File: src/common/usb_uart_pkg.sv
// shared constants and types for the per-channel register bank of a four-channel usb uart bridge
// assumes a usb control endpoint delivers decoded setup packets and carries out the data stage
package usb_uart_pkg;

    localparam int NUM_CHAN = 4;
    localparam int REG_W = 16;
    localparam int ADDR_W = 8;
    localparam int PIN_W = 10;
    localparam int LEVEL_W = 12;
    localparam int ERR_W = 5;
    localparam int ERR_LSB = 3;
    localparam int CHAN_IDX_W = 2;

    // request types and codes
    localparam logic [7:0] RT_VENDOR_OUT = 8'h41;
    localparam logic [7:0] RT_VENDOR_IN = 8'hC1;
    localparam logic [7:0] RT_DEVICE_OUT = 8'h40;
    localparam logic [7:0] RT_DEVICE_IN = 8'hC0;
    localparam logic [7:0] REQ_VENDOR = 8'h00;
    localparam logic [15:0] IDX_REVISION = 16'h0260;
    localparam logic [15:0] IDX_BUS_STATUS = 16'h0262;
    localparam logic [15:0] LEN_WORD = 16'h0002;
    localparam logic [15:0] LEN_NONE = 16'h0000;

    // channel register addresses, low byte of the request index
    localparam logic [7:0] ADDR_SERIAL_PORT_ENABLE = 8'h00;
    localparam logic [7:0] ADDR_BREAK_DURATION = 8'h04;
    localparam logic [7:0] ADDR_HANDSHAKE_MODE_SELECT = 8'h06;
    localparam logic [7:0] ADDR_RESUME_CHARACTER = 8'h07;
    localparam logic [7:0] ADDR_PAUSE_CHARACTER = 8'h08;
    localparam logic [7:0] ADDR_LINE_ERROR_FLAGS = 8'h09;
    localparam logic [7:0] ADDR_DRIVER_TURNAROUND_DELAY = 8'h0B;
    localparam logic [7:0] ADDR_PIN_FUNCTION_SELECT = 8'h0C;
    localparam logic [7:0] ADDR_PIN_DIRECTION = 8'h0D;
    localparam logic [7:0] ADDR_PIN_DRIVE_HIGH = 8'h0E;
    localparam logic [7:0] ADDR_PIN_DRIVE_LOW = 8'h0F;
    localparam logic [7:0] ADDR_PIN_LEVEL = 8'h10;
    localparam logic [7:0] ADDR_PIN_CHANGE_MASK = 8'h11;
    localparam logic [7:0] ADDR_NOTIFICATION_OPTIONS = 8'h12;

    // implemented bits of each register; all others are reserved
    localparam logic [15:0] MASK_SERIAL_PORT_ENABLE = 16'h0003;
    localparam logic [15:0] MASK_BREAK_DURATION = 16'hFFFF;
    localparam logic [15:0] MASK_HANDSHAKE_MODE_SELECT = 16'h000F;
    localparam logic [15:0] MASK_CHARACTER = 16'h00FF;
    localparam logic [15:0] MASK_LINE_ERROR_FLAGS = 16'h00F8;
    localparam logic [15:0] MASK_DRIVER_TURNAROUND_DELAY = 16'h000F;
    localparam logic [15:0] MASK_PIN_FUNCTION_SELECT = 16'h03FF;
    localparam logic [15:0] MASK_PIN = 16'h03FF;
    localparam logic [15:0] MASK_PIN_LEVEL = 16'h0FFF;
    localparam logic [15:0] MASK_PIN_CHANGE_MASK = 16'h07FF;
    localparam logic [15:0] MASK_NOTIFICATION_OPTIONS = 16'h0003;
    localparam logic [15:0] MASK_BUS_STATUS = 16'h3737;

    localparam logic [15:0] RST_WORD = 16'h0000;
    localparam logic [15:0] READ_ZERO = 16'h0000;

    typedef enum logic [2:0] {
        REQ_NONE,
        REQ_REG_WRITE,
        REQ_REG_READ,
        REQ_REV_READ,
        REQ_STAT_WRITE,
        REQ_STAT_READ,
        REQ_BAD
    } req_kind_t;

    typedef struct packed {
        logic [7:0] request_type;
        logic [7:0] request;
        logic [15:0] value;
        logic [15:0] index;
        logic [15:0] length;
    } setup_pkt_t;

    typedef struct packed {
        logic [1:0] port_enable;
        logic [15:0] break_duration;
        logic break_load;
        logic [3:0] handshake_mode;
        logic [7:0] resume_char;
        logic [7:0] pause_char;
        logic [3:0] turnaround_delay;
        logic [9:0] pin_function;
        logic [9:0] pin_direction;
        logic [9:0] pin_out;
        logic [10:0] pin_change_mask;
        logic [1:0] notify_opts;
    } chan_cfg_t;

endpackage

File: src/verilog/usb_request_decoder.sv
// classifies one usb setup packet into a register bank request
// assumes the packet fields are stable while setup_valid is high
`timescale 1ns/1ps

module usb_request_decoder #(
    parameter int NUM_CHAN = usb_uart_pkg::NUM_CHAN
) (
    input wire usb_uart_pkg::setup_pkt_t setup,
    output usb_uart_pkg::req_kind_t kind,
    output logic [usb_uart_pkg::CHAN_IDX_W-1:0] chan
);

    logic [7:0] chan_code;
    logic chan_ok;
    logic len_word;
    logic len_none;

    assign chan_code = setup.index[15:8];
    assign chan_ok = (chan_code[0] == 1'b0) && (chan_code < 8'(2 * NUM_CHAN));
    assign chan = chan_code[usb_uart_pkg::CHAN_IDX_W:1];
    assign len_word = (setup.length == usb_uart_pkg::LEN_WORD);
    assign len_none = (setup.length == usb_uart_pkg::LEN_NONE);

    always_comb begin
        kind = usb_uart_pkg::REQ_BAD;
        if (setup.request == usb_uart_pkg::REQ_VENDOR) begin
            case (setup.request_type)
                usb_uart_pkg::RT_VENDOR_OUT: begin
                    if (chan_ok && len_none) begin
                        kind = usb_uart_pkg::REQ_REG_WRITE;
                    end
                end
                usb_uart_pkg::RT_VENDOR_IN: begin
                    if (chan_ok && len_word) begin
                        kind = usb_uart_pkg::REQ_REG_READ;
                    end
                end
                usb_uart_pkg::RT_DEVICE_OUT: begin
                    if (setup.index == usb_uart_pkg::IDX_BUS_STATUS && len_none) begin
                        kind = usb_uart_pkg::REQ_STAT_WRITE;
                    end
                end
                usb_uart_pkg::RT_DEVICE_IN: begin
                    if (setup.index == usb_uart_pkg::IDX_REVISION && len_word) begin
                        kind = usb_uart_pkg::REQ_REV_READ;
                    end else if (setup.index == usb_uart_pkg::IDX_BUS_STATUS && len_word) begin
                        kind = usb_uart_pkg::REQ_STAT_READ;
                    end
                end
                default: begin
                    kind = usb_uart_pkg::REQ_BAD;
                end
            endcase
        end
    end

endmodule // usb_request_decoder

File: src/verilog/usb_uart_channel_register_bank.sv
// per-channel control registers of a four-channel usb uart bridge, reached by vendor requests
// assumes the control endpoint presents one setup packet per setup_valid pulse and
// returns resp_data to the host, or stalls, on the following resp_valid pulse
`timescale 1ns/1ps

// How it works
// - host writes and reads channel registers
// - revision and bus status via dedicated requests
// - every register is sixteen bits wide
// - bits zero in each register's mask reserved, read as zero
// - channel in index high byte, 0x41/0xC1
module usb_uart_channel_register_bank #(
    parameter int NUM_CHAN = usb_uart_pkg::NUM_CHAN,
    // arbitrary value
    parameter logic [15:0] REVISION_VALUE = 16'h0001
) (
    input wire logic mclk,
    input wire logic resetn,
    input wire logic setup_valid,
    input wire usb_uart_pkg::setup_pkt_t setup,
    input wire logic [usb_uart_pkg::ERR_W-1:0] line_error [NUM_CHAN],
    input wire logic [usb_uart_pkg::LEVEL_W-1:0] pin_level [NUM_CHAN],
    output logic resp_valid,
    output logic resp_stall,
    output logic [usb_uart_pkg::REG_W-1:0] resp_data,
    output usb_uart_pkg::chan_cfg_t chan_cfg [NUM_CHAN],
    output logic [usb_uart_pkg::REG_W-1:0] bus_status,
    output logic write_while_running
);

    usb_uart_pkg::req_kind_t kind;
    logic [usb_uart_pkg::CHAN_IDX_W-1:0] chan;
    logic [usb_uart_pkg::ADDR_W-1:0] addr;
    logic [usb_uart_pkg::REG_W-1:0] wdata;
    logic wr_en;

    usb_uart_pkg::chan_cfg_t cfg_q [NUM_CHAN];
    usb_uart_pkg::chan_cfg_t cfg_d [NUM_CHAN];
    logic [usb_uart_pkg::REG_W-1:0] rd_word [NUM_CHAN];
    logic [NUM_CHAN-1:0] misuse;

    logic [usb_uart_pkg::REG_W-1:0] stat_q;
    logic [usb_uart_pkg::REG_W-1:0] stat_d;
    logic resp_valid_q;
    logic resp_valid_d;
    logic resp_stall_q;
    logic resp_stall_d;
    logic [usb_uart_pkg::REG_W-1:0] resp_data_q;
    logic [usb_uart_pkg::REG_W-1:0] resp_data_d;
    logic misuse_q;
    logic misuse_d;

    usb_request_decoder #(
        .NUM_CHAN(NUM_CHAN)
    ) u_decoder (
        .setup(setup),
        .kind(kind),
        .chan(chan)
    );

    assign addr = setup.index[usb_uart_pkg::ADDR_W-1:0];
    assign wdata = setup.value;
    assign wr_en = setup_valid && (kind == usb_uart_pkg::REQ_REG_WRITE);

    function automatic logic runtime_reg(input logic [7:0] a);
        runtime_reg = (a == usb_uart_pkg::ADDR_PIN_DRIVE_HIGH) ||
                      (a == usb_uart_pkg::ADDR_PIN_DRIVE_LOW) ||
                      (a == usb_uart_pkg::ADDR_BREAK_DURATION) ||
                      (a == usb_uart_pkg::ADDR_LINE_ERROR_FLAGS);
    endfunction

    // implemented bits per address
    // applied on the read path only; writes take their bits by field width
    function automatic logic [15:0] reg_mask(input logic [7:0] a);
        case (a)
            usb_uart_pkg::ADDR_SERIAL_PORT_ENABLE: begin
                reg_mask = usb_uart_pkg::MASK_SERIAL_PORT_ENABLE;
            end
            usb_uart_pkg::ADDR_BREAK_DURATION: begin
                reg_mask = usb_uart_pkg::MASK_BREAK_DURATION;
            end
            usb_uart_pkg::ADDR_HANDSHAKE_MODE_SELECT: begin
                reg_mask = usb_uart_pkg::MASK_HANDSHAKE_MODE_SELECT;
            end
            usb_uart_pkg::ADDR_RESUME_CHARACTER,
            usb_uart_pkg::ADDR_PAUSE_CHARACTER: begin
                reg_mask = usb_uart_pkg::MASK_CHARACTER;
            end
            usb_uart_pkg::ADDR_LINE_ERROR_FLAGS: begin
                reg_mask = usb_uart_pkg::MASK_LINE_ERROR_FLAGS;
            end
            usb_uart_pkg::ADDR_DRIVER_TURNAROUND_DELAY: begin
                reg_mask = usb_uart_pkg::MASK_DRIVER_TURNAROUND_DELAY;
            end
            usb_uart_pkg::ADDR_PIN_FUNCTION_SELECT: begin
                reg_mask = usb_uart_pkg::MASK_PIN_FUNCTION_SELECT;
            end
            usb_uart_pkg::ADDR_PIN_DIRECTION,
            usb_uart_pkg::ADDR_PIN_DRIVE_HIGH,
            usb_uart_pkg::ADDR_PIN_DRIVE_LOW: begin
                reg_mask = usb_uart_pkg::MASK_PIN;
            end
            usb_uart_pkg::ADDR_PIN_LEVEL: begin
                reg_mask = usb_uart_pkg::MASK_PIN_LEVEL;
            end
            usb_uart_pkg::ADDR_PIN_CHANGE_MASK: begin
                reg_mask = usb_uart_pkg::MASK_PIN_CHANGE_MASK;
            end
            usb_uart_pkg::ADDR_NOTIFICATION_OPTIONS: begin
                reg_mask = usb_uart_pkg::MASK_NOTIFICATION_OPTIONS;
            end
            default: begin
                reg_mask = usb_uart_pkg::READ_ZERO;
            end
        endcase
    endfunction

    genvar c;
    generate
        for (c = 0; c < NUM_CHAN; c++) begin : g_chan
            logic hit;
            logic [15:0] wm_hs;
            assign hit = wr_en && (chan == usb_uart_pkg::CHAN_IDX_W'(c));
            assign wm_hs = wdata & usb_uart_pkg::MASK_HANDSHAKE_MODE_SELECT;

            always_comb begin
                cfg_d[c] = cfg_q[c];
                cfg_d[c].break_load = 1'b0;
                if (hit) begin
                    case (addr)
                        usb_uart_pkg::ADDR_SERIAL_PORT_ENABLE: begin
                            cfg_d[c].port_enable = wdata[1:0];
                        end
                        usb_uart_pkg::ADDR_BREAK_DURATION: begin
                            cfg_d[c].break_duration = wdata;
                            cfg_d[c].break_load = 1'b1;
                        end
                        usb_uart_pkg::ADDR_HANDSHAKE_MODE_SELECT: begin
                            cfg_d[c].handshake_mode = wm_hs[3:0];
                        end
                        usb_uart_pkg::ADDR_RESUME_CHARACTER: begin
                            cfg_d[c].resume_char = wdata[7:0];
                        end
                        usb_uart_pkg::ADDR_PAUSE_CHARACTER: begin
                            cfg_d[c].pause_char = wdata[7:0];
                        end
                        usb_uart_pkg::ADDR_DRIVER_TURNAROUND_DELAY: begin
                            cfg_d[c].turnaround_delay = wdata[3:0];
                        end
                        usb_uart_pkg::ADDR_PIN_FUNCTION_SELECT: begin
                            cfg_d[c].pin_function = wdata[9:0];
                        end
                        usb_uart_pkg::ADDR_PIN_DIRECTION: begin
                            cfg_d[c].pin_direction = wdata[9:0];
                        end
                        // set and clear act only on ones, so the other pins are untouched
                        usb_uart_pkg::ADDR_PIN_DRIVE_HIGH: begin
                            cfg_d[c].pin_out = cfg_q[c].pin_out | wdata[9:0];
                        end
                        usb_uart_pkg::ADDR_PIN_DRIVE_LOW: begin
                            cfg_d[c].pin_out = cfg_q[c].pin_out & ~wdata[9:0];
                        end
                        usb_uart_pkg::ADDR_PIN_CHANGE_MASK: begin
                            cfg_d[c].pin_change_mask = wdata[10:0];
                        end
                        usb_uart_pkg::ADDR_NOTIFICATION_OPTIONS: begin
                            cfg_d[c].notify_opts = wdata[1:0];
                        end
                        // read-only and unmapped addresses ignore writes
                        default: begin
                            cfg_d[c].break_load = 1'b0;
                        end
                    endcase
                end
            end

            always_ff @(posedge mclk) begin
                if (!resetn) begin
                    cfg_q[c] <= '0;
                end else begin
                    cfg_q[c] <= cfg_d[c];
                end
            end

            // flag a host that skipped the disable
            assign misuse[c] = hit && (cfg_q[c].port_enable != 2'b00) && !runtime_reg(addr) &&
                               (addr != usb_uart_pkg::ADDR_SERIAL_PORT_ENABLE);

            always_comb begin
                rd_word[c] = usb_uart_pkg::READ_ZERO;
                case (addr)
                    usb_uart_pkg::ADDR_SERIAL_PORT_ENABLE: begin
                        rd_word[c] = {14'h0000, cfg_q[c].port_enable};
                    end
                    usb_uart_pkg::ADDR_BREAK_DURATION: begin
                        rd_word[c] = cfg_q[c].break_duration;
                    end
                    usb_uart_pkg::ADDR_HANDSHAKE_MODE_SELECT: begin
                        rd_word[c] = {12'h000, cfg_q[c].handshake_mode};
                    end
                    usb_uart_pkg::ADDR_RESUME_CHARACTER: begin
                        rd_word[c] = {8'h00, cfg_q[c].resume_char};
                    end
                    usb_uart_pkg::ADDR_PAUSE_CHARACTER: begin
                        rd_word[c] = {8'h00, cfg_q[c].pause_char};
                    end
                    usb_uart_pkg::ADDR_LINE_ERROR_FLAGS: begin
                        rd_word[c] = {8'h00, line_error[c], 3'h0};
                    end
                    usb_uart_pkg::ADDR_DRIVER_TURNAROUND_DELAY: begin
                        rd_word[c] = {12'h000, cfg_q[c].turnaround_delay};
                    end
                    usb_uart_pkg::ADDR_PIN_FUNCTION_SELECT: begin
                        rd_word[c] = {6'h00, cfg_q[c].pin_function};
                    end
                    usb_uart_pkg::ADDR_PIN_DIRECTION: begin
                        rd_word[c] = {6'h00, cfg_q[c].pin_direction};
                    end
                    usb_uart_pkg::ADDR_PIN_LEVEL: begin
                        rd_word[c] = {4'h0, pin_level[c]};
                    end
                    usb_uart_pkg::ADDR_PIN_CHANGE_MASK: begin
                        rd_word[c] = {5'h00, cfg_q[c].pin_change_mask};
                    end
                    usb_uart_pkg::ADDR_NOTIFICATION_OPTIONS: begin
                        rd_word[c] = {14'h0000, cfg_q[c].notify_opts};
                    end
                    // write-only set and clear read as zero
                    default: begin
                        rd_word[c] = usb_uart_pkg::READ_ZERO;
                    end
                endcase
            end

            assign chan_cfg[c] = cfg_q[c];
        end
    endgenerate

    always_comb begin
        stat_d = stat_q;
        resp_valid_d = setup_valid;
        resp_stall_d = 1'b0;
        resp_data_d = usb_uart_pkg::READ_ZERO;
        misuse_d = |misuse;
        if (setup_valid) begin
            case (kind)
                usb_uart_pkg::REQ_REG_READ: begin
                    resp_data_d = rd_word[chan] & reg_mask(addr);
                end
                usb_uart_pkg::REQ_REG_WRITE: begin
                    resp_data_d = usb_uart_pkg::READ_ZERO;
                end
                usb_uart_pkg::REQ_REV_READ: begin
                    resp_data_d = REVISION_VALUE;
                end
                usb_uart_pkg::REQ_STAT_READ: begin
                    resp_data_d = stat_q;
                end
                usb_uart_pkg::REQ_STAT_WRITE: begin
                    stat_d = wdata & usb_uart_pkg::MASK_BUS_STATUS;
                end
                default: begin
                    resp_stall_d = 1'b1;
                end
            endcase
        end
    end

    always_ff @(posedge mclk) begin
        if (!resetn) begin
            stat_q <= usb_uart_pkg::RST_WORD;
            resp_valid_q <= 1'b0;
            resp_stall_q <= 1'b0;
            resp_data_q <= usb_uart_pkg::RST_WORD;
            misuse_q <= 1'b0;
        end else begin
            stat_q <= stat_d;
            resp_valid_q <= resp_valid_d;
            resp_stall_q <= resp_stall_d;
            resp_data_q <= resp_data_d;
            misuse_q <= misuse_d;
        end
    end

    assign resp_valid = resp_valid_q;
    assign resp_stall = resp_stall_q;
    assign resp_data = resp_data_q;
    assign bus_status = stat_q;
    assign write_while_running = misuse_q;

endmodule // usb_uart_channel_register_bank
File: config.mk
export PLATFORM = sky130hd
export DESIGN_NAME = usb_uart_channel_register_bank
export DESIGN_NICKNAME = d
export VERILOG_FILES = /design/src/common/usb_uart_pkg.sv /design/src/verilog/usb_request_decoder.sv /design/src/verilog/usb_uart_channel_register_bank.sv
export SDC_FILE = /design/constraint.sdc
export NUM_CORES = 1
export LEC_CHECK = 0
export ABC_AREA = 1
export BUFFER_PORTS_ARGS = -buffer_cell sky130_fd_sc_hd__buf_2
export CAP_MARGIN = 20
export CELL_PAD_IN_SITES_DETAIL_PLACEMENT = 0
export CELL_PAD_IN_SITES_GLOBAL_PLACEMENT = 2
export CORE_ASPECT_RATIO = 1.4
export CORE_MARGIN = 1
export CORE_UTILIZATION = 30
export DETAILED_ROUTE_END_ITERATION = 10
export PLACE_DENSITY = 0.83
export SYNTH_ARGS = -nofsm -noshare
export SYNTH_HDL_FRONTEND = slang
export SYNTH_HIERARCHICAL = 1
export SYNTH_SLANG_ARGS = --single-unit
File: constraint.sdc
create_clock -name mclk -period 3.9 [get_ports mclk]
set_input_delay 0 -clock mclk [delete_from_list [all_inputs] [get_ports mclk]]
set_output_delay 0 -clock mclk [all_outputs]
set_load 0.03 [all_outputs]
==> results.yml, run 1 <==
placement:
  numPortBuffers: 507
  dpl.cell_count: 3446
  hpwl_um: 62700
  gp_congestion: 0.939
timing:
  worst_clock_skew_ps: 19.0
  hold_viol: 0
  max_freq_mhz: 317
  setup_viol: 0
  rsz0062_at_grt: "false"
  setup_tns_ps: 0
  relSlewSlack_pct: 25.0
  maxSlewViolCount: 0
  fin_crit_ps: 3150
  fin_crit_sh_pct: 80.9
  worst_slew_pin_slew_ps: 1130
synthesis:
  synth_top_family_by_area: "simple AND/OR/NAND/NOR gates"
  ys.flop_type: "dfxtp_1"
  yosysWarnings: 6
  synthAdderAreaFrac_pct: 0.456
  synth_seq_area_share_pct: 45.4
  synth_cells: 2324
  yosysUniqueCellTypes: 45
  synth_area_sq_um: 16500
  synthMuxAreaShare_pct: 0
  async_flop_share_pct: 0
  synth_seq_cells: 373
  synth-simple-area-share_pct: 23.3
  synth_edf_count: 0
  synth_compound_area_share_pct: 23.3
  synth_xor_area_share_pct: 0
  syn_avg_cell_area_sq_um: 7.08
global_route:
  grt_max_degree: 117
  grtUsageTotal_pct: 30.3
  antenna_found_initial: 1
  grt_pass1_vias: 17600
  grt_overflow: 0
  grt_pass1_wl_um: 122000
routing:
  wl_per_cell_um: 24.5
  viasPerCell: 5.17
  dr.pass1.iters: 5
  drt_wl_total_um: 86800
  drc: 0
  via_count: 18300
  drtAntennaViolNets: 0
  drtIter0Drc: 1444
die:
  dieWidth_um: 200
  initial_core_util_pct: 30.4
  core_sq_um: 54200
  die_h_um: 279
  row_count: 101
  io-pin-count: 514
  dieArea_sq_um: 55800
worst_setup_path:
  cp_max_fo: 11
  cp-start-kind: "input port"
  reg2reg_from: "cfg_q[3][75]"
  cp.arrival_ps: 3590
  crit_required_ps: 4340
  r2r_cells: 8
  worstSetupPathType: "in2reg"
  end_kind: "flop"
  startpoint: "setup[21]"
  cp-endpoint: "cfg_q[2][81]"
  r2r_setup_slack_ps: 1840
  reg2reg_to: "resp_data[7]"
power:
  ir_drop_v: 0.000385
  power.leakage_nw: 10.2
  power_density_nw_per_um2: 399
  finalPower_mw: 8.52
clock_network:
  cts_tree: "done"
  clock-sinks: 373
  cts_root_buf: "clkbuf_16"
  cts.clk_slew.worst_paths_ps: 60
  cts_hold_buf: 21
  clk_latency_ps: 570
  cts_setup_buffers: 0
  cts_resized: 0
  cts_buffers: 41
  clockBufferDepth: 3
  htree_levels: 2
run:
  drv_cap: 0
cells_and_area:
  fin_cells: 3544
  nNetsFinal: 2930
  area_delta_synth_final_pct: 29.7
  drive_gt1_share_pct: 25.2
min_path:
  hold_path_class: "in2reg"
outcome:
  outcome: "completed"
## final cells by class
class / count / area, sq um
repair buffers: 588 / 3280
well taps: 721 / 902
multi-input cells: 1668 / 7800
clock inverters: 19 / 230
fillers: 5850 / 32900
inverters: 117 / 442
diodes: 1 / 2.50
clock buffers: 57 / 1220
flip-flops and latches: 373 / 7470
## worst min path at each step
stage,startpoint,to,cells past startpoint
global placement,setup[46],cfg_q[1][82],3
finish,resetn,cfg_q[3][78],3
CTS,setup[23],resp_data[10],8
global route,resetn,cfg_q[2][79],3
detailed placement,setup[46],cfg_q[0][82],3
floorplan,setup[43],cfg_q[0][79],2
## worst max-delay path: stages
cell	delay, ps
dlygate4sd3_1	520
buf_2	140
nand2_1	70
nor2_2	120
nand2_1	110
nor2_2	160
nand2_2	80
nand2_2	60
nand2_1	50
a21oi_2	160
inv_1	80
nor2_1	170
nand3_1	220
nor2_1	390
inv_1	390
nor2_2	350
inv_1	230
o21ai_0	230
a21oi_1	60
## where the power goes
part	total (mW)	internal, mW	switching [mW]
Clock	4.23	2.52	1.71
Sequential	3.81	3.81	0.000259
Combinational	0.472	0.126	0.346
Total	8.52	6.46	2.06
## cell usage after synthesis (7+ instances only)
cell / n / share of area [%]
nand4_1: 22 / 0.84
nor2_2: 19 / 0.72
clkbuf_1: 89 / 2.0
buf_1: 7 / 0.16
inv_2: 17 / 0.39
nor2_1: 228 / 5.2
nor3_1: 16 / 0.49
dfxtp_1: 373 / 45
nor2_4: 13 / 0.89
nand3_1: 115 / 3.5
buf_2: 56 / 1.7
a21oi_1: 366 / 11
nand2_2: 16 / 0.61
buf_4: 16 / 0.73
inv_1: 98 / 2.2
o21ai_0: 369 / 11
nand2_1: 459 / 10
## cell families (layout without fill, tap and decap cells)
logic type	Yosys count	count (layout)
AOI/OAI and AO/OA	755	755
other	1	7
buffers and inverters	288	781
DFF	373	373
and+or+nand+nor	901	901
adders and majority gates	6	6
## routing by layer
metal  share of wire (%)  up-vias  global-route usage (%)
li1                    -     8685                       -
met1                  40     8608                    36.3
met2                  49      850                    52.0
met3                 7.4      167                    5.99
met4                 4.3        2                    12.8
met5               0.017        -                       0
## metrics by stage
step / utilization, % / hold slack (ps) / setup WS (ps) / cell area (sq um)
after floorplan: - / 135 / 1840 / 16500
after global placement: 36.2 / 311 / 664 / 19600
after detailed placement: 36.3 / 321 / 549 / 19700
after CTS: 39.4 / 8.38 / 677 / 21300
after global routing: 39.4 / 61.5 / 385 / 21300
final: 39.4 / 11.7 / 746 / 21300
## layout by cell type, fill, tap and decap left out, types with 3 or more instances in the layout
cell type	count
nor2_2	18
buf_4	55
nand2_2	16
clkbuf_16	43
buf_12	4
nor2_4	16
dlygate4sd3_1	21
bufinv_16	5
clkinv_2	11
ha_1	6
nand2_1	459
nor2_1	226
clkbuf_8	10
o21ai_0	369
inv_1	98
a22oi_1	4
dfxtp_1	373
nand3_1	115
nor3_1	16
nand3b_1	3
a21oi_1	366
inv_2	17
clkbuf_1	5
buf_2	506
nand4_1	22
conb_1	6
No activity file was read; power rests on OpenSTA's default activity.
==> run 2, diff against run 1 <==
--- a/config.mk
+++ b/config.mk
@@ -5,16 +5,16 @@
 export SDC_FILE = /design/constraint.sdc
 export NUM_CORES = 1
 export LEC_CHECK = 0
-export ABC_AREA = 1
+export ABC_AREA = 0
 export BUFFER_PORTS_ARGS = -buffer_cell sky130_fd_sc_hd__buf_2
 export CAP_MARGIN = 20
 export CELL_PAD_IN_SITES_DETAIL_PLACEMENT = 0
 export CELL_PAD_IN_SITES_GLOBAL_PLACEMENT = 2
 export CORE_ASPECT_RATIO = 1.4
 export CORE_MARGIN = 1
-export CORE_UTILIZATION = 30
+export CORE_UTILIZATION = 29
 export DETAILED_ROUTE_END_ITERATION = 10
-export PLACE_DENSITY = 0.83
+export PLACE_DENSITY = 0.78
 export SYNTH_ARGS = -nofsm -noshare
 export SYNTH_HDL_FRONTEND = slang
 export SYNTH_HIERARCHICAL = 1
==> constraint.sdc (replaced) <==
create_clock -name mclk -period 3.25 [get_ports mclk]
set_input_delay 0 -clock mclk [delete_from_list [all_inputs] [get_ports mclk]]
set_output_delay 0 -clock mclk [all_outputs]
set_load 0.03 [all_outputs]
==> run 2 against run 1 <==
  * Synthesized cell count shrank 6.4%
  * Die area rose by 5.5%
  * First-iteration DRC count is 42% higher
  * Combinational power grew 50%
  * Clock skew up 3.3 ps
  * Critical endpoint is now resp_data[10]
  * Largest power group unchanged
==> results.yml, run 2 <==
worst_setup_path:
  startpoint: "setup[18]"
  crit_required_ps: 3720
  cp_slowest_stage_delay_ps: 570
  cp_max_fo: 40
  path_cells: "buf_2, buf_4, nor3b_1, and3_2, buf_4, buf_4, a221oi_1, nor2_1, dlygate4sd3_1, a21oi_1, dlygate4sd3_1, o21ai_1"
  r2r_setup_slack_ps: 510
  reg2reg_to: "resp_data[4]"
  end_kind: "flop"
  critPathSlowestCell: "dlygate4sd3_1"
  path_common_cell: "buf_4"
  cp.arrival_ps: 3440
  reg2reg_from: "cfg_q[1][37]"
  worstSetupPathType: "in2reg"
  cp-start-kind: "input port"
  r2r_cells: 7
placement:
  hpwl_um: 75600
  post_dp_cell_area_sq_um: 21300
  numPortBuffers: 507
  gp_congestion: 0.964
  dpl.cell_count: 3445
power:
  internal_power_mw: 8.24
  power.leakage_nw: 9.41
  pwr-share-comb_pct: 6.5
  finalPower_mw: 10.9
  ir_drop_v: 0.000367
  p_sw_mw: 2.65
  clkPwrFrac_pct: 51.5
  switching_share_pct: 24.3
  power_density_nw_per_um2: 470
  seq_power_share_pct: 42.0
synthesis:
  async_flop_share_pct: 0
  synth_common_cells: "nand2_1 (575), dfxtp_1 (373), a21oi_1 (365), clkbuf_1 (158), o21ai_0 (80)"
  yosysTopAreaCell: "dfxtp_1"
  yosysWarnings: 6
  synth_edf_count: 0
  synth_area_leaders: "dfxtp_1 (44%), nand2_1 (13%), a21oi_1 (11%)"
  yosysUniqueCellTypes: 67
  synth_top_area_share_pct: 44.5
  synth_area_sq_um: 16800
  synth_seq_cells: 373
  yosysMostFrequentCell: "nand2_1"
  synth_cells: 2176
  syn_avg_cell_area_sq_um: 7.72
  ys.flop_type: "dfxtp_1"
  synth_seq_area_share_pct: 44.5
global_route:
  grt_max_degree: 124
  grt_pass1_wl_um: 140000
  grtUsageTotal_pct: 33.3
  antenna_found_initial: 8
  grt_pass1_vias: 19100
  grt_overflow: 0
routing:
  dr.pass1.iters: 6
  wl_per_cell_um: 28.5
  viasPerCell: 5.68
  drt_wl_total_um: 101000
  drc: 0
  drtIter0Drc: 2053
  drtAntennaViolNets: 0
  via_count: 20200
die:
  io-pin-count: 514
  initial_core_util_pct: 29.3
  dieArea_sq_um: 58900
  die_h_um: 287
  dieWidth_um: 205
  row_count: 104
  core_sq_um: 57400
cells_and_area:
  seq_area_sq_um: 7470
  drive_gt1_share_pct: 29.8
  fillers: 5999
  final_area_sq_um: 23200
  nNetsFinal: 2911
  final_common_cell: "nand2_1"
  layout_common_cells: "nand2_1 (575), buf_2 (507), dfxtp_1 (373)"
  area_delta_synth_final_pct: 37.9
  fin_cells: 3550
  multiInputGateArea_sq_um: 8470
outcome:
  outcome: "completed"
clock_network:
  cts_tree: "done"
  cts_resized: 0
  cts_hold_buf: 23
  cts_root_buf: "clkbuf_16"
  cts_setup_buffers: 0
  clk_latency_ps: 590
  cts.clk_slew.worst_paths_ps: 60
  cts_buffers: 42
  htree_levels: 2
  clockBufferDepth: 3
  clock-sinks: 373
timing:
  hold_viol: 0
  rsz0062_at_grt: "false"
  worst_clock_skew_ps: 22.3
  maxSlewViolCount: 0
  fin_crit_sh_pct: 91.2
  max_freq_mhz: 338
  setup_viol: 0
  fin_crit_ps: 2960
  relSlewSlack_pct: 19.3
  setup_tns_ps: 0
  worst_slew_pin_slew_ps: 1210
min_path:
  min_to: "cfg_q[2][41]"
  holdPathStages: 3
  hp-start: "setup[40]"
  hold_path_class: "in2reg"
run:
  drv_cap: 0
==> run 2: power by group through the flow <==
stage                     Sequential (mW)  Clock [mW]  Combinational [mW]
after floorplan                      4.68           0               0.298
after global placement               4.67           0               0.668
after detailed placement             4.67           0               0.668
after CTS                            4.57        5.68               0.692
after global routing                 4.57        5.85               0.729
final                                4.57        5.61               0.710
==> run 2: kinds of logic after synthesis <==
| kind of cell | count (synthesis) | share of synthesized area [%] |
|---|---|---|
| buf+inv | 221 | 5.40 |
| other cells | 1 | 0.0223 |
| flops | 373 | 44.5 |
| compound gates | 697 | 25.7 |
| xor+xnor | 1 | 0.0522 |
| fa+ha+maj | 6 | 0.447 |
| simple gates | 856 | 22.3 |
| mux | 21 | 1.59 |
==> run 2: how the worst max path moves through the flow <==
| stage | to | slack, ps | cells after the start |
|---|---|---|---|
| 6_report | resp_data[10] | 290 | 12 |
| 5_1_grt | resp_data[10] | 190 | 12 |
| 4_1_cts | resp_data[10] | 370 | 12 |
| 3_5_place_dp | resp_data[9] | -50 | 15 |
| 3_3_place_gp | resp_data[9] | 20 | 15 |
| 2_1_floorplan | cfg_q[0][79] | 340 | 12 |
==> run 2: critical path: cells and delay by family <==
kind	cells	cell delay (ps)
compound gates	3	620
simple gates	3	570
buf+inv	6	2250
==> run 2: cell type report <==
| type | instances | share of cell area [%] |
|---|---|---|
| multi-input combinational | 1587 | 36.6 |
| sequential | 373 | 32.2 |
| timing repair buffer | 754 | 19.9 |
| clock buffer | 56 | 5.33 |
| tap | 742 | 4.01 |
| clock inverter | 21 | 1.66 |
| inverter | 12 | 0.227 |
| antenna | 5 | 0.0540 |
==> run 2: per-stage QoR <==
step	setup WS [ps]	util [%]	hold WS (ps)
2_1_floorplan	344	-	136
3_3_place_gp	21.7	37.1	284
3_5_place_dp	-45.3	37.1	286
4_1_cts	374	40.3	6.67
5_1_grt	191	40.4	19.9
6_report	287	40.4	26.7
==> run 2: per-layer routing <==
layer	up-vias	track usage, %	routed length (um)
met5	-	0	0
met4	0	22.0	7440
met3	272	5.14	8330
met2	1215	54.8	47900
met1	9719	39.9	37500
li1	8954	-	-
==> run 3, diff against run 2 <==
--- a/config.mk
+++ b/config.mk
@@ -11,10 +11,10 @@
 export CELL_PAD_IN_SITES_DETAIL_PLACEMENT = 0
 export CELL_PAD_IN_SITES_GLOBAL_PLACEMENT = 2
 export CORE_ASPECT_RATIO = 1.4
-export CORE_MARGIN = 1
-export CORE_UTILIZATION = 29
+export CORE_MARGIN = 10
+export CORE_UTILIZATION = 31
 export DETAILED_ROUTE_END_ITERATION = 10
-export PLACE_DENSITY = 0.78
+export PLACE_DENSITY = 0.83
 export SYNTH_ARGS = -nofsm -noshare
 export SYNTH_HDL_FRONTEND = slang
 export SYNTH_HIERARCHICAL = 1
==> constraint.sdc (replaced) <==
create_clock -name mclk -period 3.7 [get_ports mclk]
set_input_delay 0 -clock mclk [delete_from_list [all_inputs] [get_ports mclk]]
set_output_delay 0 -clock mclk [all_outputs]
set_load 0.03 [all_outputs]
==> run 3 against run 2 <==
  * Utilization increased by 0.81 points
  * Sequential cell count is the same
  * Worst hold slack improved by 3.0 ps
  * Clock-buffer cell count down 7
  * Routed wire length increased by 4.6%
  * Die area is 8.7% higher
  * Final cell count shrank 4.1%
  * First-iteration DRC count up 22%
  * Sequential share of layout area is 1.7 points higher
==> results.yml, run 3 (synthesis results as in run 2) <==
outcome:
  outcome: "completed"
power:
  ir_drop_v: 0.000324
  power_density_nw_per_um2: 415
  internal_power_mw: 6.85
  seq_power_share_pct: 44.0
  p_sw_mw: 2.27
  clkPwrFrac_pct: 49.4
  switching_share_pct: 24.9
  pwr-share-comb_pct: 6.6
  power.leakage_nw: 8.75
  finalPower_mw: 9.12
worst_setup_path:
  cp.arrival_ps: 3960
  cp_max_fo: 14
  cp-start-kind: "input port"
  worstSetupPathType: "in2reg"
  cp_slowest_stage_delay_ps: 590
  reg2reg_from: "cfg_q[1][51]"
  path_cells: "dlygate4sd3_1, buf_2, or4_1, buf_4, nor3_4, buf_4, buf_4, a221oi_1, nor2_1, dlygate4sd3_1, a21oi_1, dlygate4sd3_1, nor2_1"
  critPathSlowestCell: "dlygate4sd3_1"
  path_buf_inv: 7
  crit_family: "buffers and inverters"
  r2r_cells: 7
  r2r_setup_slack_ps: 1350
  crit_required_ps: 4210
  end_kind: "flop"
  reg2reg_to: "resp_data[4]"
timing:
  max_freq_mhz: 289
  setup_viol: 0
  fin_crit_ps: 3460
  setup_tns_ps: 0
  maxSlewViolCount: 0
  relSlewSlack_pct: 18.6
  worst_clock_skew_ps: 15.9
  fin_crit_sh_pct: 93.4
  hold_viol: 0
  worst_slew_pin_slew_ps: 1220
  finalWorstSetupSlack_ps: 245
  rsz0062_at_grt: "false"
clock_network:
  clock-sinks: 373
  clk_latency_ps: 580
  cts_buffers: 41
  cts.clk_slew.worst_paths_ps: 60
  clockBufferDepth: 3
  cts_root_buf: "clkbuf_16"
  cts_tree: "done"
  htree_levels: 2
routing:
  wl_met2_um: 49600
  met3_length_um: 9980
  wl_per_cell_um: 31.1
  via_count: 20100
  drtAntennaViolNets: 0
  drc: 0
  highest-signal-layer: "met5"
  drtIter0Drc: 2503
  wl_met1_um: 38300
  drt_wl_total_um: 106000
  dr.pass1.iters: 6
  viasPerCell: 5.90
cells_and_area:
  fillers: 5597
  layout_common_cells: "nand2_1 (575), buf_2 (507), dfxtp_1 (373)"
  drive_gt1_share_pct: 26.7
  final_common_cell: "nand2_1"
  area_delta_synth_final_pct: 31.0
  utilization_pct: 41.2
  nNetsFinal: 2801
run:
  drv_cap: 0
global_route:
  antenna_found_initial: 2
  grt_overflow: 0
  grt_pass1_vias: 19100
  grt_max_degree: 159
  grt_pass1_wl_um: 146000
  grtUsageTotal_pct: 31.3
placement:
  gp_congestion: 0.954
  hpwl_um: 78600
  post-place-ws_ps: 166
  numPortBuffers: 507
min_path:
  hp-start: "setup[33]"
  hold_path_class: "in2reg"
  holdPathStages: 3
  min_to: "cfg_q[2][24]"
die:
  dieWidth_um: 217
  dieArea_sq_um: 64000
  initial_core_util_pct: 31.4
  core_sq_um: 53400
  row_count: 100
  io-pin-count: 514
  die_h_um: 295
[run 3: cell types whose count changed in the layout (fill, tap and decap cells not counted), moves of 3 or more]
| cell | change |
|---|---|
| buf_4 | -101 |
| buf_12 | -9 |
| clkbuf_8 | -9 |
| clkinv_2 | +6 |
| diode_2 | -4 |
| clkbuf_1 | +3 |
[run 3: metal layers]
metal	track usage, %	vias up
li1	-	8725
met1	35.5	9763
met2	51.5	1291
met3	7.68	295
met4	21.2	2
met5	0	-
[run 3: worst register-to-register path, cell delays in order (launching register included)]
cell	delay, ps
dfxtp_1	350
mux2_2	300
a22oi_1	150
o21ai_0	90
a221oi_1	460
nand3_1	130
dlygate4sd3_1	580
a22o_1	190
[run 3: cell type report]
type	instances	area, sq um	area share, %
clock buffers	49	1100	4.98
clock inverters	23	335	1.52
repair buffers	645	3680	16.7
well taps	714	893	4.06
multi-input cells	1587	8470	38.5
flip-flops and latches	373	7470	33.9
inverters	12	52.6	0.239
diodes	1	2.50	0.0114
[run 3: how the worst max path moves through the flow]
stage,from,end,cells after the start
6_report,setup[20],resp_data[11],13
3_3_place_gp,setup[9],resp_data[10],13
3_5_place_dp,setup[9],resp_data[10],13
4_1_cts,setup[20],resp_data[11],13
2_1_floorplan,setup[24],cfg_q[0][79],12
5_1_grt,setup[20],resp_data[0],14
[run 3: power groups by stage]
stage	clock (mW)	combinational, mW	sequential, mW
after floorplan	0	0.262	4.11
after global placement	0	0.563	4.11
after detailed placement	0	0.563	4.11
after CTS	4.55	0.584	4.02
after global routing	4.70	0.616	4.01
final	4.50	0.604	4.02
[run 3: per-stage QoR]
step                      cell area (sq um)  instances  hold WS, ps
after floorplan                       16800       2181          136
final                                 22000       3404         29.7
after global placement                20300       3307          274
after global routing                  22000       3404         46.1
after CTS                             22000       3403         10.5
after detailed placement              20300       3307          283
[run 3: repair_timing]
action                                  4_1_cts  5_1_grt
resized for setup                             0        0
setup buffers                                 0        0
endpoints found under the hold margin        66        0
endpoints found under the setup margin        0        0
hold buffers                                 24        0
